File: config.mk
export PLATFORM = sky130hd
export DESIGN_NAME = irp_top
export DESIGN_NICKNAME = d
export VERILOG_FILES = /design/src/logic/irp_pkg.sv /design/src/logic/irp_top.sv
export VERILOG_INCLUDE_DIRS = /design/src /design/src/logic
export SDC_FILE = /design/constraint.sdc
export NUM_CORES = 1
export LEC_CHECK = 0
export BUFFER_PORTS_ARGS = -buffer_cell sky130_fd_sc_hd__buf_2
export CAP_MARGIN = 10
export CORE_UTILIZATION = 40
export DETAILED_ROUTE_END_ITERATION = 8
export GPL_TIMING_DRIVEN = 0
export SYNTH_ARGS = -nofsm -noshare
export SYNTH_HDL_FRONTEND = slang
export SYNTH_SLANG_ARGS = --single-unit
export TNS_END_PERCENT = 30
File: constraint.sdc
create_clock -name i_sys_clk -period 24.7 [get_ports i_sys_clk]
set_clock_uncertainty 0.15 [all_clocks]
set_input_delay 4.94 -clock i_sys_clk [delete_from_list [all_inputs] [get_ports i_sys_clk]]
set_output_delay 4.94 -clock i_sys_clk [all_outputs]
set_load 0.05 [all_outputs]
File: src/logic/irp_regs.svh
// Purpose: register indices, field positions and reset values of the request/priority bank
// Assumes: byte address of a register is four times its index
// Notes: definitions only
`ifndef IRP_REGS_SVH
`define IRP_REGS_SVH

// register indices (word index, byte address = index * 4)
`define IRP_IDX_W          12
`define IRP_IDX_PEND0      12'hfc0
`define IRP_IDX_G0_HI      12'hfc1
`define IRP_IDX_G0_LO      12'hfc2
`define IRP_IDX_PEND1      12'hfc3
`define IRP_IDX_G1_HI      12'hfc4
`define IRP_IDX_G1_LO      12'hfc5
`define IRP_IDX_PEND2      12'hfc6
`define IRP_IDX_CTRL       12'hfcf
`define IRP_IDX_STAT       12'hfd0

// pending group 0 field positions, and the GIE bit of the control register
`define IRP_B_TIMER_B      6
`define IRP_B_TIMER_A      5
`define IRP_B_SERIAL_RX    4
`define IRP_B_SERIAL_TX    3
`define IRP_B_CONVERTER    0
`define IRP_B_GIE          7

// writable-bit masks and reset value
`define IRP_MASK_G0        8'h79
`define IRP_MASK_G1        8'hff
`define IRP_MASK_G2        8'h0f
`define IRP_RST_BYTE       8'h00

// source numbering, fixed order: 0 highest
`define IRP_SRC_G1_BASE    5
`define IRP_SRC_G2_BASE    13
`define IRP_NUM_SRC        17

// bus answers
`define IRP_RESP_OKAY      2'h0
`define IRP_RESP_SLVERR    2'h2

`endif

File: src/logic/irp_pkg.sv
// Purpose: types shared by the request/priority bank and its users
// Assumes: nothing beyond the register header
// Notes: no constants live here, only types
package irp_pkg;

	typedef struct packed {
		logic       timer_b;
		logic       timer_a;
		logic       serial_rx;
		logic       serial_tx;
		logic       converter;
		logic [7:0] porta_pin;
		logic [3:0] portc_pin;
	} irp_src_t;

	typedef enum logic [1:0] {
		IRP_LVL_OFF,
		IRP_LVL_1,
		IRP_LVL_2,
		IRP_LVL_3
	} irp_lvl_t;

	typedef struct packed {
		logic       req;
		logic [4:0] vec;
		irp_lvl_t   level;
	} irp_core_req_t;

endpackage

File: src/logic/irp_top.sv
// Purpose: interrupt request and priority-enable register bank with AXI4-Lite access
// Assumes: source pulses and core strobes are synchronous to i_sys_clk
// Notes: port C sources have no priority pair here and are reachable by polling only
//
// Design decision made here: the AXI4-Lite register port.
`timescale 1ns/1ps
`include "irp_regs.svh"

module irp_top #(
	parameter int ADDR_W = 16
) (
	input  wire logic                  i_sys_clk,
	input  wire logic                  i_nrst,
	input  wire logic [ADDR_W-1:0]     i_awaddr,
	input  wire logic                  i_awvalid,
	output logic                       o_awready,
	input  wire logic [31:0]           i_wdata,
	input  wire logic [3:0]            i_wstrb,
	input  wire logic                  i_wvalid,
	output logic                       o_wready,
	output logic [1:0]                 o_bresp,
	output logic                       o_bvalid,
	input  wire logic                  i_bready,
	input  wire logic [ADDR_W-1:0]     i_araddr,
	input  wire logic                  i_arvalid,
	output logic                       o_arready,
	output logic [31:0]                o_rdata,
	output logic [1:0]                 o_rresp,
	output logic                       o_rvalid,
	input  wire logic                  i_rready,
	input  wire irp_pkg::irp_src_t     i_src,
	input  wire logic                  i_gie_set,
	input  wire logic                  i_gie_clr,
	input  wire logic                  i_irq_ack,
	output irp_pkg::irp_core_req_t     o_core,
	output logic                       o_global_int_enable
);

	generate
		if (ADDR_W < `IRP_IDX_W + 3) begin : g_chk
			$error("irp_top: ADDR_W too small for the register map");
		end
	endgenerate

	// register state
	logic [7:0]                  pending_group0_r;
	logic [7:0]                  pending_group1_r;
	logic [7:0]                  pending_group2_r;
	logic [7:0]                  group0_prio_hi_r;
	logic [7:0]                  group0_prio_lo_r;
	logic [7:0]                  group1_prio_hi_r;
	logic [7:0]                  group1_prio_lo_r;
	logic                        global_int_enable_r;
	irp_pkg::irp_core_req_t      core_r;

	// bus state
	logic                        aw_have_r;
	logic                        w_have_r;
	logic [ADDR_W-1:0]           awaddr_r;
	logic [7:0]                  wbyte_r;
	logic                        wlane_r;
	logic                        bvalid_r;
	logic [1:0]                  bresp_r;
	logic                        rvalid_r;
	logic [1:0]                  rresp_r;
	logic [31:0]                 rdata_r;

	// write decode
	logic                        wr_fire;
	logic                        wr_hit;
	logic [`IRP_IDX_W-1:0]       wr_idx;
	logic                        wr_pend0;
	logic                        wr_pend1;
	logic                        wr_pend2;
	logic                        wr_ctrl;

	// per-source view in fixed order
	logic [`IRP_NUM_SRC-1:0]     src_pend;
	logic [`IRP_NUM_SRC-1:0]     src_hi;
	logic [`IRP_NUM_SRC-1:0]     src_lo;
	logic [`IRP_NUM_SRC-1:0]     ack_onehot;
	logic [7:0]                  g0_clr;
	logic [7:0]                  g1_clr;
	logic [7:0]                  g2_clr;
	logic [7:0]                  g0_set;
	logic [7:0]                  g1_set;
	logic [7:0]                  g2_set;
	logic [7:0]                  pend0_nxt;
	logic [7:0]                  pend1_nxt;
	logic [7:0]                  pend2_nxt;
	logic                        best_found;
	logic [4:0]                  best_idx;
	irp_pkg::irp_lvl_t           best_lvl;
	logic                        ack_take;

	// read decode
	logic                        rd_hit;
	logic [7:0]                  rd_byte;
	logic [`IRP_IDX_W-1:0]       rd_idx;

	assign o_awready           = ~aw_have_r & ~bvalid_r;
	assign o_wready            = ~w_have_r & ~bvalid_r;
	assign o_bvalid            = bvalid_r;
	assign o_bresp             = bresp_r;
	assign o_arready           = ~rvalid_r;
	assign o_rvalid            = rvalid_r;
	assign o_rresp             = rresp_r;
	assign o_rdata             = rdata_r;
	assign o_core              = core_r;
	assign o_global_int_enable = global_int_enable_r;

	// write channel capture, either order
	always_ff @(posedge i_sys_clk or negedge i_nrst) begin
		if (!i_nrst) begin
			aw_have_r <= 1'b0;
			awaddr_r  <= '0;
		end else if (i_awvalid && o_awready) begin
			aw_have_r <= 1'b1;
			awaddr_r  <= i_awaddr;
		end else if (wr_fire) begin
			aw_have_r <= 1'b0;
		end
	end

	always_ff @(posedge i_sys_clk or negedge i_nrst) begin
		if (!i_nrst) begin
			w_have_r <= 1'b0;
			wbyte_r  <= `IRP_RST_BYTE;
			wlane_r  <= 1'b0;
		end else if (i_wvalid && o_wready) begin
			w_have_r <= 1'b1;
			wbyte_r  <= i_wdata[7:0];
			wlane_r  <= i_wstrb[0];
		end else if (wr_fire) begin
			w_have_r <= 1'b0;
		end
	end

	assign wr_fire  = aw_have_r & w_have_r & ~bvalid_r;
	assign wr_idx   = awaddr_r[`IRP_IDX_W+1:2];
	assign wr_pend0 = wr_fire & wlane_r & (wr_idx == `IRP_IDX_PEND0);
	assign wr_pend1 = wr_fire & wlane_r & (wr_idx == `IRP_IDX_PEND1);
	assign wr_pend2 = wr_fire & wlane_r & (wr_idx == `IRP_IDX_PEND2);
	assign wr_ctrl  = wr_fire & wlane_r & (wr_idx == `IRP_IDX_CTRL);

	always_comb begin
		wr_hit = 1'b0;
		if (awaddr_r[ADDR_W-1:`IRP_IDX_W+2] == '0) begin
			case (wr_idx)
				`IRP_IDX_PEND0, `IRP_IDX_G0_HI, `IRP_IDX_G0_LO,
				`IRP_IDX_PEND1, `IRP_IDX_G1_HI, `IRP_IDX_G1_LO,
				`IRP_IDX_PEND2, `IRP_IDX_CTRL, `IRP_IDX_STAT: wr_hit = 1'b1;
				default: wr_hit = 1'b0;
			endcase
		end
	end

	// write response, unmapped answers slave error
	always_ff @(posedge i_sys_clk or negedge i_nrst) begin
		if (!i_nrst) begin
			bvalid_r <= 1'b0;
			bresp_r  <= `IRP_RESP_OKAY;
		end else if (wr_fire) begin
			bvalid_r <= 1'b1;
			bresp_r  <= wr_hit ? `IRP_RESP_OKAY : `IRP_RESP_SLVERR;
		end else if (i_bready) begin
			bvalid_r <= 1'b0;
		end
	end

	// fixed-order source view; port C has no priority pair
	always_comb begin
		src_pend = '0;
		src_hi   = '0;
		src_lo   = '0;
		src_pend[0] = pending_group0_r[`IRP_B_TIMER_B];
		src_pend[1] = pending_group0_r[`IRP_B_TIMER_A];
		src_pend[2] = pending_group0_r[`IRP_B_SERIAL_RX];
		src_pend[3] = pending_group0_r[`IRP_B_SERIAL_TX];
		src_pend[4] = pending_group0_r[`IRP_B_CONVERTER];
		src_hi[0] = group0_prio_hi_r[`IRP_B_TIMER_B];
		src_hi[1] = group0_prio_hi_r[`IRP_B_TIMER_A];
		src_hi[2] = group0_prio_hi_r[`IRP_B_SERIAL_RX];
		src_hi[3] = group0_prio_hi_r[`IRP_B_SERIAL_TX];
		src_hi[4] = group0_prio_hi_r[`IRP_B_CONVERTER];
		src_lo[0] = group0_prio_lo_r[`IRP_B_TIMER_B];
		src_lo[1] = group0_prio_lo_r[`IRP_B_TIMER_A];
		src_lo[2] = group0_prio_lo_r[`IRP_B_SERIAL_RX];
		src_lo[3] = group0_prio_lo_r[`IRP_B_SERIAL_TX];
		src_lo[4] = group0_prio_lo_r[`IRP_B_CONVERTER];
		for (int k = 0; k < 8; k++) begin
			src_pend[`IRP_SRC_G1_BASE+k] = pending_group1_r[7-k];
			src_hi[`IRP_SRC_G1_BASE+k]   = group1_prio_hi_r[7-k];
			src_lo[`IRP_SRC_G1_BASE+k]   = group1_prio_lo_r[7-k];
		end
		for (int k = 0; k < 4; k++) begin
			src_pend[`IRP_SRC_G2_BASE+k] = pending_group2_r[3-k];
		end
	end

	// level first, then lowest source number
	always_comb begin
		irp_pkg::irp_lvl_t lv;
		lv         = irp_pkg::IRP_LVL_OFF;
		best_found = 1'b0;
		best_idx   = '0;
		best_lvl   = irp_pkg::IRP_LVL_OFF;
		for (int i = 0; i < `IRP_NUM_SRC; i++) begin
			lv = irp_pkg::irp_lvl_t'({src_hi[i], src_lo[i]});
			if (src_pend[i] && lv > best_lvl) begin
				best_found = 1'b1;
				best_idx   = 5'(i);
				best_lvl   = lv;
			end
		end
	end

	// acknowledge clears the presented source
	assign ack_take = i_irq_ack & core_r.req;

	always_comb begin
		ack_onehot = '0;
		if (ack_take) begin
			ack_onehot[core_r.vec] = 1'b1;
		end
		g0_clr = '0;
		g1_clr = '0;
		g2_clr = '0;
		g0_clr[`IRP_B_TIMER_B]   = ack_onehot[0];
		g0_clr[`IRP_B_TIMER_A]   = ack_onehot[1];
		g0_clr[`IRP_B_SERIAL_RX] = ack_onehot[2];
		g0_clr[`IRP_B_SERIAL_TX] = ack_onehot[3];
		g0_clr[`IRP_B_CONVERTER] = ack_onehot[4];
		for (int k = 0; k < 8; k++) begin
			g1_clr[7-k] = ack_onehot[`IRP_SRC_G1_BASE+k];
		end
		for (int k = 0; k < 4; k++) begin
			g2_clr[3-k] = ack_onehot[`IRP_SRC_G2_BASE+k];
		end
	end

	// hardware pulses, always winning over clears
	always_comb begin
		g0_set = '0;
		g0_set[`IRP_B_TIMER_B]   = i_src.timer_b;
		g0_set[`IRP_B_TIMER_A]   = i_src.timer_a;
		g0_set[`IRP_B_SERIAL_RX] = i_src.serial_rx;
		g0_set[`IRP_B_SERIAL_TX] = i_src.serial_tx;
		g0_set[`IRP_B_CONVERTER] = i_src.converter;
		g1_set = i_src.porta_pin;
		g2_set = {4'h0, i_src.portc_pin};
	end

	// software write stores 0 or 1, then ack clear, then hardware set
	assign pend0_nxt = (((wr_pend0 ? wbyte_r : pending_group0_r) & ~g0_clr) | g0_set)
		& `IRP_MASK_G0;
	assign pend1_nxt = (((wr_pend1 ? wbyte_r : pending_group1_r) & ~g1_clr) | g1_set)
		& `IRP_MASK_G1;
	assign pend2_nxt = (((wr_pend2 ? wbyte_r : pending_group2_r) & ~g2_clr) | g2_set)
		& `IRP_MASK_G2;

	always_ff @(posedge i_sys_clk or negedge i_nrst) begin
		if (!i_nrst) begin
			pending_group0_r <= `IRP_RST_BYTE;
			pending_group1_r <= `IRP_RST_BYTE;
			pending_group2_r <= `IRP_RST_BYTE;
		end else begin
			pending_group0_r <= pend0_nxt;
			pending_group1_r <= pend1_nxt;
			pending_group2_r <= pend2_nxt;
		end
	end

	// priority pairs
	always_ff @(posedge i_sys_clk or negedge i_nrst) begin
		if (!i_nrst) begin
			group0_prio_hi_r <= `IRP_RST_BYTE;
			group0_prio_lo_r <= `IRP_RST_BYTE;
			group1_prio_hi_r <= `IRP_RST_BYTE;
			group1_prio_lo_r <= `IRP_RST_BYTE;
		end else if (wr_fire && wlane_r) begin
			case (wr_idx)
				`IRP_IDX_G0_HI: group0_prio_hi_r <= wbyte_r;
				`IRP_IDX_G0_LO: group0_prio_lo_r <= wbyte_r & `IRP_MASK_G0;
				`IRP_IDX_G1_HI: group1_prio_hi_r <= wbyte_r;
				`IRP_IDX_G1_LO: group1_prio_lo_r <= wbyte_r;
				default: ;
			endcase
		end
	end

	// global enable: set wins, acknowledge disables
	always_ff @(posedge i_sys_clk or negedge i_nrst) begin
		if (!i_nrst) begin
			global_int_enable_r <= 1'b0;
		end else if (i_gie_set || (wr_ctrl && wbyte_r[`IRP_B_GIE])) begin
			global_int_enable_r <= 1'b1;
		end else if (i_gie_clr || ack_take || wr_ctrl) begin
			global_int_enable_r <= 1'b0;
		end
	end

	// vectored request towards the core
	always_ff @(posedge i_sys_clk or negedge i_nrst) begin
		if (!i_nrst) begin
			core_r <= '{req: 1'b0, vec: 5'h00, level: irp_pkg::IRP_LVL_OFF};
		end else begin
			core_r.req   <= global_int_enable_r & best_found & ~ack_take;
			core_r.vec   <= best_idx;
			core_r.level <= best_lvl;
		end
	end

	// read decode; pending bits always visible for polling
	assign rd_idx = i_araddr[`IRP_IDX_W+1:2];

	always_comb begin
		rd_hit  = i_araddr[ADDR_W-1:`IRP_IDX_W+2] == '0;
		rd_byte = '0;
		case (rd_idx)
			`IRP_IDX_PEND0: rd_byte = pending_group0_r;
			`IRP_IDX_G0_HI: rd_byte = group0_prio_hi_r;
			`IRP_IDX_G0_LO: rd_byte = group0_prio_lo_r;
			`IRP_IDX_PEND1: rd_byte = pending_group1_r;
			`IRP_IDX_G1_HI: rd_byte = group1_prio_hi_r;
			`IRP_IDX_G1_LO: rd_byte = group1_prio_lo_r;
			`IRP_IDX_PEND2: rd_byte = pending_group2_r;
			`IRP_IDX_CTRL:  rd_byte = {global_int_enable_r, 7'h00};
			`IRP_IDX_STAT:  rd_byte = {core_r.req, core_r.level, core_r.vec};
			default:        rd_hit = 1'b0;
		endcase
	end

	// read answer, data stands until taken
	always_ff @(posedge i_sys_clk or negedge i_nrst) begin
		if (!i_nrst) begin
			rvalid_r <= 1'b0;
			rresp_r  <= `IRP_RESP_OKAY;
			rdata_r  <= '0;
		end else if (i_arvalid && o_arready) begin
			rvalid_r <= 1'b1;
			rresp_r  <= rd_hit ? `IRP_RESP_OKAY : `IRP_RESP_SLVERR;
			rdata_r  <= rd_hit ? {24'h000000, rd_byte} : 32'h00000000;
		end else if (i_rready) begin
			rvalid_r <= 1'b0;
		end
	end

	// watchdog and oscillator-fail events have no port here

endmodule

# After elaboration in Yosys (flattened, before gate mapping)
# Cells that the tools add are included.
[totals] register_bits=120 in_bits=95 out_inout_bits=50 elab_cells=195
[classes] order_cmp=19 eq_ne=18 mux=72 bitwise_logic=26 n_reduce_logical=39
[ops] op="equality test 12 bit, second input constant" n=18
[ops] op="two-way mux 5 bit" n=15
[ops] op="one-hot mux 8 bit (9 select lines)" n=1
[ops] op="two-way mux 2 bit" n=19
[ops] op="two-way mux 1 bit" n=31
[ops] op="> comparator 2 bit" n=12
[ops] op="logical AND 1 bit" n=23
[ops] op="OR reduction 9 bit" n=2
[ops] op="two-way mux 17 bit" n=1
[ops] op="two-way mux 8 bit" n=2
[ops] op="AND 1 bit" n=12
[ops] op="nonzero test 2 bit" n=5
[ops] op="AND 8 bit" n=1
[ops] op="> comparator 1 x 2 -> 1 bit, first input constant" n=4
[ops] op="NOT 8 bit" n=1
[ops] op="OR 8 bit" n=1
[ops] op="AND reduction 2 bit" n=4
[ops] op="AND 7 bit" n=1
[ops] op="two-way mux 7 bit" n=1
[ops] op="NOT 7 bit" n=1
[ops] op="OR 7 bit" n=1
[ops] op="less-than comparator 5 x 6 -> 1 bit, second input constant" n=1
[ops] op="demux 1 bit (select 5 bit)" n=1
[ops] op="greater-or-equal comparator 5 x 1 -> 1 bit, second input constant" n=1
[ops] op="8 further kinds" n=15

# Longest topological paths before layout
# Gate-level depths: netlist of the first run.
[logic_depth] word_depth=53 ltp_mapped=75 mapped_depth_nobuf=73

# Least setup slack after synthesis of the first run
# No wires, ideal clock.
[synth_path] path_kind="flip-flop to flip-flop" start="reg pending_group0_r[6]" end="reg core_r (netlist bit o_core[7])" setup_time_ns=0.119 arrival_ns=13.603 required_ns=24.431 path_slack_ns=10.828 stages_incl_launch_ff=70 n_path_buf=2 synth_period_minus_slack_ns=13.872 path_cell_list="dfrtp_1 > and2_1 > buf_2 > inv_1 > ha_1 > nor2b_4 > o21ai_2 > buf_6 > mux2_2 > ha_1 > nor2_1 > o21ai_0 > a211o_1 > and3_1 > or2_2 > ha_1 > nor2_1 > nand3_1 > [... 34 more ...] > a31o_1 > ha_1 > nor2_1 > maj3_1 > nand2_1 > mux2_2 > ha_1 > nor2_1 > maj3_1 > and2_1 > a21oi_1 > a221oi_1 > nand2_1 > ha_1 > nor2b_1 > o211ai_1 > nand3_1 > o21ba_2"
[synth_between] elab_chain_cells=52 word_cells_on_any_way=68 classes_between="16 x order compare; 33 x mux; 2 x bitwise; 17 x reduce/logical"
[synth_lines] item="start, declared" line="irp_top.sv:46" source="logic [7:0] pending_group0_r;"
[synth_lines] item="start signal, assigned" line="irp_top.sv:264" source="pending_group0_r <= `IRP_RST_BYTE;"
[synth_lines] item="start signal, assigned" line="irp_top.sv:268" source="pending_group0_r <= pend0_nxt;"
[synth_lines] item="logical AND 1 bit *" line="irp_top.sv:210" source="if (src_pend[i] && lv > best_lvl) begin"
[synth_lines] item="two-way mux 2 bit" line="irp_top.sv:210"
[synth_lines] item="> comparator 2 bit" line="irp_top.sv:210"
[synth_lines] item="logical AND 1 bit" line="irp_top.sv:210"
[synth_lines] item="two-way mux 2 bit" line="irp_top.sv:210"
[synth_lines] item="> comparator 2 bit" line="irp_top.sv:210"
[synth_lines] item="logical AND 1 bit" line="irp_top.sv:210"
[synth_lines] item="two-way mux 2 bit" line="irp_top.sv:210"
[synth_lines] item="[... 35 more ...]"
[synth_lines] item="two-way mux 2 bit" line="irp_top.sv:210"
[synth_lines] item="> comparator 1 x 2 -> 1 bit" line="irp_top.sv:210"
[synth_lines] item="logical AND 1 bit" line="irp_top.sv:210"
[synth_lines] item="two-way mux 2 bit" line="irp_top.sv:210"
[synth_lines] item="> comparator 1 x 2 -> 1 bit" line="irp_top.sv:210"
[synth_lines] item="logical AND 1 bit" line="irp_top.sv:210"
[synth_lines] item="two-way mux 1 bit *" line="irp_top.sv:210"
[synth_lines] item="AND 1 bit * (2 in series)" line="irp_top.sv:308" source="core_r.req <= global_int_enable_r & best_found & ~ack_take;"
[synth_lines] item="end signal, assigned" line="irp_top.sv:306" source="core_r <= '{req: 1'b0, vec: 5'h00, level: irp_pkg::IRP_LVL_OFF};"
[synth_lines] item="end, declared" line="irp_top.sv:54" source="irp_pkg::irp_core_req_t core_r;"
# Mark *: on every way between the ends. The rest lies on a longest branch, timed or not.
# A chain may end at the register's enable or synchronous reset.

# Worst setup path in the final report of the first run
# Same ends and word-level chain as after synthesis.

==> results of run 1 <==
[through the flow]
step	area, um2	setup slack (ps)	instances
2_1_floorplan	5445	10830	560
3_3_place_gp	6091	9210	818
3_5_place_dp	6126	8995	819
4_1_cts	6447	8855	835
5_1_grt	6452	7743	836
6_report	6452	8701	836
[report_power, final]
part	leakage (nW)	total [mW]	internal, mW	switching (mW)
Sequential	1.11	0.208	0.175	0.0335
Clock	0.161	0.150	0.0894	0.0607
Combinational	1.82	0.130	0.0507	0.0790
Total	3.09	0.488	0.315	0.173
[per-layer routing]
metal  global-route usage  part of all wire
met5                    0                 0
met4              0.08013             0.023
met3              0.05184             0.063
met1               0.3002              0.45
met2               0.3647              0.46
[kinds of logic after synthesis]
family / after synthesis
AOI/OAI and AO/OA: 125
adders and majority gates: 17
buffers and inverters: 68
DFF: 91
muxes: 66
other: 1
and+or+nand+nor: 166
[sequential cells by signal (all words and copies together) (netlist names), 4 cells and up]
| signal | flops |
|---|---|
| group1_prio_lo_r | 8 |
| pending_group0_r | 5 |
| group0_prio_hi_r | 8 |
| o_rdata | 8 |
| pending_group1_r | 8 |
| wbyte_r | 8 |
| group0_prio_lo_r | 5 |
| awaddr_r | 14 |
| o_core | 7 |
| group1_prio_hi_r | 8 |
| pending_group2_r | 4 |
[worst paths after layout]
| path | cells past startpoint | from | end |
|---|---|---|---|
| setup / recovery | 69 | pending_group0_r[6] | o_core[7] |
| hold reg to reg | 1 | group0_prio_hi_r[7] | group0_prio_hi_r[7] |
| max in group asynchronous | 2 | i_nrst | group1_prio_hi_r[2] |
| hold / removal | 1 | group0_prio_hi_r[7] | group0_prio_hi_r[7] |
| min in group asynchronous | 1 | i_nrst | group0_prio_lo_r[4] |
| setup reg to reg | 69 | pending_group0_r[6] | o_core[7] |
[worst max-delay path: cells and delay by family (launching register included)]
kind,cells,cell delay (ps)
multiplexers,4,1430
adder cells (fa/ha/maj),14,4000
flip-flops,1,410
buffers and inverters,4,670
AO/OA/AOI/OAI,22,5630
AND/OR/NAND/NOR,25,3600
[cells in the final DEF (no fill, tap or decap), types with 5 or more instances in the layout]
cell and count:
nand3_1 11, nand4_1 7, conb_1 27, clkbuf_16 9
o21bai_1 16, a22oi_1 8, mux2i_1 19, nor3b_1 6
buf_2 88, a211oi_1 5, ha_1 14, a31oi_1 5
a21oi_1 13, nor2_1 40, nand2_1 56, mux4_2 5
clkbuf_1 13, nor3_1 17, o21ai_0 26, and2_1 7
buf_4 28, inv_1 23, dfrtp_1 91, a22o_1 8
mux2_2 41
[cell type report]
cell class / count / area (um2) / share of cell area
multi-input combinational: 401 / 2806 / 0.4349
buffer: 45 / 280.3 / 0.04344
clock inverter: 7 / 96.34 / 0.01493
timing repair buffer: 88 / 465.4 / 0.07213
sequential: 91 / 2277 / 0.3529
tap: 172 / 215.2 / 0.03335
inverter: 23 / 86.33 / 0.01338
clock buffer: 9 / 225.2 / 0.03490
==> results.yml, run 1 <==
clocking:
  post_cts_resized: 0
  clk_pin_slew_worst_paths_ps: 70
  cts.sinks: 91
  clk_latency_ps: 350
  cts_tree: "yes"
  cts_hold_buf: 0
  cts_setup_buffers: 0
  htreeDepth: 3
  numCtsBuffers: 9
  root_buffer: "clkbuf_16"
  clockBufferDepth: 2
yosys:
  yosys_register_bits: 91
  netlist_instances: 534
  yosys.area_share.adder: 0.03837
  yosysMostFrequentCell: "dfrtp_1"
  yosys.area.top_type_share: 0.4258
  synth_mux_area_frac: 0.1458
  yosys-top-cells-count: "dfrtp_1 (91), nand2_1 (56), mux2_2 (41), nor2_1 (40), buf_4 (27)"
  ys_top_cells_by_area: "dfrtp_1 (43%), mux2_2 (8.6%), nand2_1 (3.9%)"
  synth-simple-area-share: 0.1486
  synthesis.area_um2: 5348
  synth_top_family_by_area: "compound AO/OA/AOI/OAI gates"
  synthXorXnorAreaFrac: 0
  yosysUniqueCellTypes: 62
  synth_compound_area_frac: 0.1722
  yosys_warnings: 0
  synth_flop_cell: "dfrtp_1"
  synthArstFlopShare: 1.000
  synth_edf_count: 0
  syn_area_per_cell_um2: 10.01
  synth_largest_area_cell: "dfrtp_1"
  yosysSeqAreaShare: 0.4258
sta:
  post-route-min-period_ps: 16000
  period_share: 0.6477
  final-setup-viol-count: 0
  final_hold_viol_count: 0
  fmax_mhz: 62.50
  rsz0062_at_grt: "no"
  slew_viol_final: 0
  tns_ps: 0
  maxSlewHeadroom: 0.2266
  worst_pin_slew_ps: 1158
  timing.hold.ws_ps: 357.0
global_routing:
  antenna_found_initial: 0
  grt_pass1_vias: 4540
  track_usage: 0.2273
  grt_overflow_total: 0
  grt_max_degree: 65
  grt_pass1_wl_um: 24230
final_layout:
  area_growth_syn_to_layout_pct: 20.66
  final_util: 0.5031
  antenna_cells: 0
  finalNetCount: 768
  nFillCells: 1240
  drive_gt1_frac: 0.2892
floorplanning:
  fp.dieW_um: 117.6
  dieArea_um2: 13840
  io_pins: 145
  die_h_um: 117.6
  row_count: 41
  start_util: 0.4170
  coreArea_um2: 12820
route:
  postRouteAntennaNets: 0
  drt_iter0_drc: 341
  wire_per_inst_um: 17.90
  first_pass_iters: 7
  drc: 0
  drt_wl_total_um: 14970
  avgViaCountPerCell: 5.450
  num_vias: 4556
min_path:
  hp-class: "register to register"
critical_path:
  critPathMaxStageDelay_ps: 610
  slowest_stage: "o31ai_1"
  cp_max_fo: 10
  crit_path_frequent_cell: "ha_1"
  critPathLaunchType: "register"
  worstSetupPathType: "register to register"
  endpoint_kind: "register"
  crit_required_ps: 24790
  reg2reg_slack_ps: 8700
  arrival_ps: 16090
power:
  power.total_mw: 0.4880
  leakage_nw: 3.088
  pwr_density_cell_nw_per_um2: 75.64
  vdd_drop_max_v: 0.00005416
outcome:
  outcome: "finished, final reports clean"
placed_design:
  dp_hpwl_um: 11460
  place.gp.congestion: 0.8890
  io_buffers: 86
run:
  maxCapViolations: 0
Power figures use the tool's default switching activity.
==> inputs of run 2 (changes only) <==
- clock period: 24.7 -> 16.8 ns (I/O delays scaled with it)
==> run 2 against run 1 <==
Clock-buffer cell count unchanged. Die area unchanged. First-iteration DRC count is 1.5% lower. Hold slack about the same. Sequential power is 47% higher. Sequential cell count unchanged. Clock power rose by 47%. Fmax up 1.6%.
==> results.yml, run 2 (synthesis gave the netlist of run 1 again) <==
sta:
  fmax_mhz: 63.52
  rsz0062_at_grt: "no"
  slew_viol_final: 0
  tns_ps: 0
  maxSlewHeadroom: 0.2229
  worst_pin_slew_ps: 1163
  post-route-min-period_ps: 15740
  final_hold_viol_count: 0
  final-setup-viol-count: 0
  period_share: 0.9371
route:
  drt_iter0_drc: 336
  first_pass_iters: 5
  avgViaCountPerCell: 5.461
  num_vias: 4565
  wire_per_inst_um: 17.87
  drt_wl_total_um: 14940
  drc: 0
  postRouteAntennaNets: 0
global_routing:
  grt_overflow_total: 0
  antenna_found_initial: 0
  grt_pass1_vias: 4540
  grt_max_degree: 65
  track_usage: 0.2273
  grt_pass1_wl_um: 24230
final_layout:
  area_growth_syn_to_layout_pct: 20.75
  final_cell_mix: "dfrtp_1 (91), buf_2 (88), nand2_1 (56)"
  drive_gt1_frac: 0.2907
  finalNonFillerCells: 836
  registers.top_by_ff_count: "awaddr_r"
  nFillCells: 1240
  finalNetCount: 768
  final_util: 0.5035
  antenna_cells: 0
  final_common_cell: "dfrtp_1"
  largest_reg_flops: 14
critical_path:
  crit_path_frequent_cell: "ha_1"
  critPathLaunchType: "register"
  endpoint_kind: "register"
  crit_required_ps: 16890
  critPathMaxStageDelay_ps: 550
  slowest_stage: "o31ai_1"
  arrival_ps: 15830
  cp_max_fo: 10
  reg2reg_slack_ps: 1060
  worstSetupPathType: "register to register"
clocking:
  clockBufferDepth: 2
  root_buffer: "clkbuf_16"
  clk_latency_ps: 350
  cts.sinks: 91
  numCtsBuffers: 9
  cts_tree: "yes"
  htreeDepth: 3
  clk_pin_slew_worst_paths_ps: 70
floorplanning:
  fp.dieW_um: 117.6
  row_count: 41
  start_util: 0.4170
  coreArea_um2: 12820
  dieArea_um2: 13840
  die_h_um: 117.6
  io_pins: 145
outcome:
  outcome: "finished, final reports clean"
placed_design:
  dpl.cell_count: 819
  place.gp.congestion: 0.8890
  io_buffers: 86
  dp_hpwl_um: 11460
power:
  swShare: 0.3549
  p_seq_frac: 0.426
  vdd_drop_max_v: 0.00007968
  leakage_nw: 3.090
  power.total_mw: 0.7176
  p_int_mw: 0.4630
  p_clk_frac: 0.308
  power_frac_comb: 0.266
  pwr_density_cell_nw_per_um2: 111.1
  switching_power_mw: 0.2547
run:
  maxCapViolations: 0
min_path:
  hp-class: "register to register"
-- run 2: layout make-up --
cell class | count | area (um2) | share of cell area
flip-flops and latches | 91 | 2277 | 0.3526
multi-input cells | 401 | 2811 | 0.4354
clock inverters | 7 | 96.34 | 0.01492
repair buffers | 88 | 465.4 | 0.07208
clock buffers | 9 | 225.2 | 0.03488
well taps | 172 | 215.2 | 0.03333
plain buffers | 45 | 280.3 | 0.04340
inverters | 23 | 86.33 | 0.01337
-- run 2: metrics by stage --
step	instance area [um2]	setup WS (ps)	hold slack [ps]
6_report	6457	1057	357.2
5_1_grt	6457	22.93	369.9
4_1_cts	6447	955.3	355.5
3_5_place_dp	6126	1095	341.0
3_3_place_gp	6091	1310	333.6
2_1_floorplan	5445	2928	309.4
-- run 2: path summary, 6_finish.rpt --
path                            cells past startpoint                  end           startpoint
min in group asynchronous                           1  group0_prio_lo_r[4]               i_nrst
worst max-delay path                               69            o_core[7]  pending_group0_r[6]
worst min register to register                      1  group0_prio_hi_r[7]  group0_prio_hi_r[7]
max in group asynchronous                           2  group1_prio_hi_r[2]               i_nrst
worst min-delay path                                1  group0_prio_hi_r[7]  group0_prio_hi_r[7]
worst max register to register                     69            o_core[7]  pending_group0_r[6]
-- run 2: worst max-delay path, delay by kind of cell (launching register included) --
kind	cells	cell delay, ps
buffers and inverters	4	620
AO/OA/AOI/OAI	22	5400
AND/OR/NAND/NOR	25	3580
multiplexers	4	1410
flip-flops	1	410
adder cells (fa/ha/maj)	14	4010
-- run 2: power groups by stage --
stage / logic [mW] / clock network [mW] / registers [mW]
5_1_grt: 0.208 / 0.236 / 0.311
4_1_cts: 0.192 / 0.226 / 0.305
3_5_place_dp: 0.191 / 0 / 0.309
6_report: 0.191 / 0.221 / 0.306
2_1_floorplan: 0.124 / 0 / 0.309
3_3_place_gp: 0.185 / 0 / 0.306
-- run 2: timing repair --
item,in CTS,in global routing
gates resized for setup,0,1
setup buffers,0,0
hold buffers,0,0
endpoints found under the setup margin,0,2
-- run 2: layer usage --
layer	wire length (um)	global-route usage
met2	6908	0.3647
met4	366	0.08013
met1	6646	0.3002
met5	0	0
met3	1022	0.05184
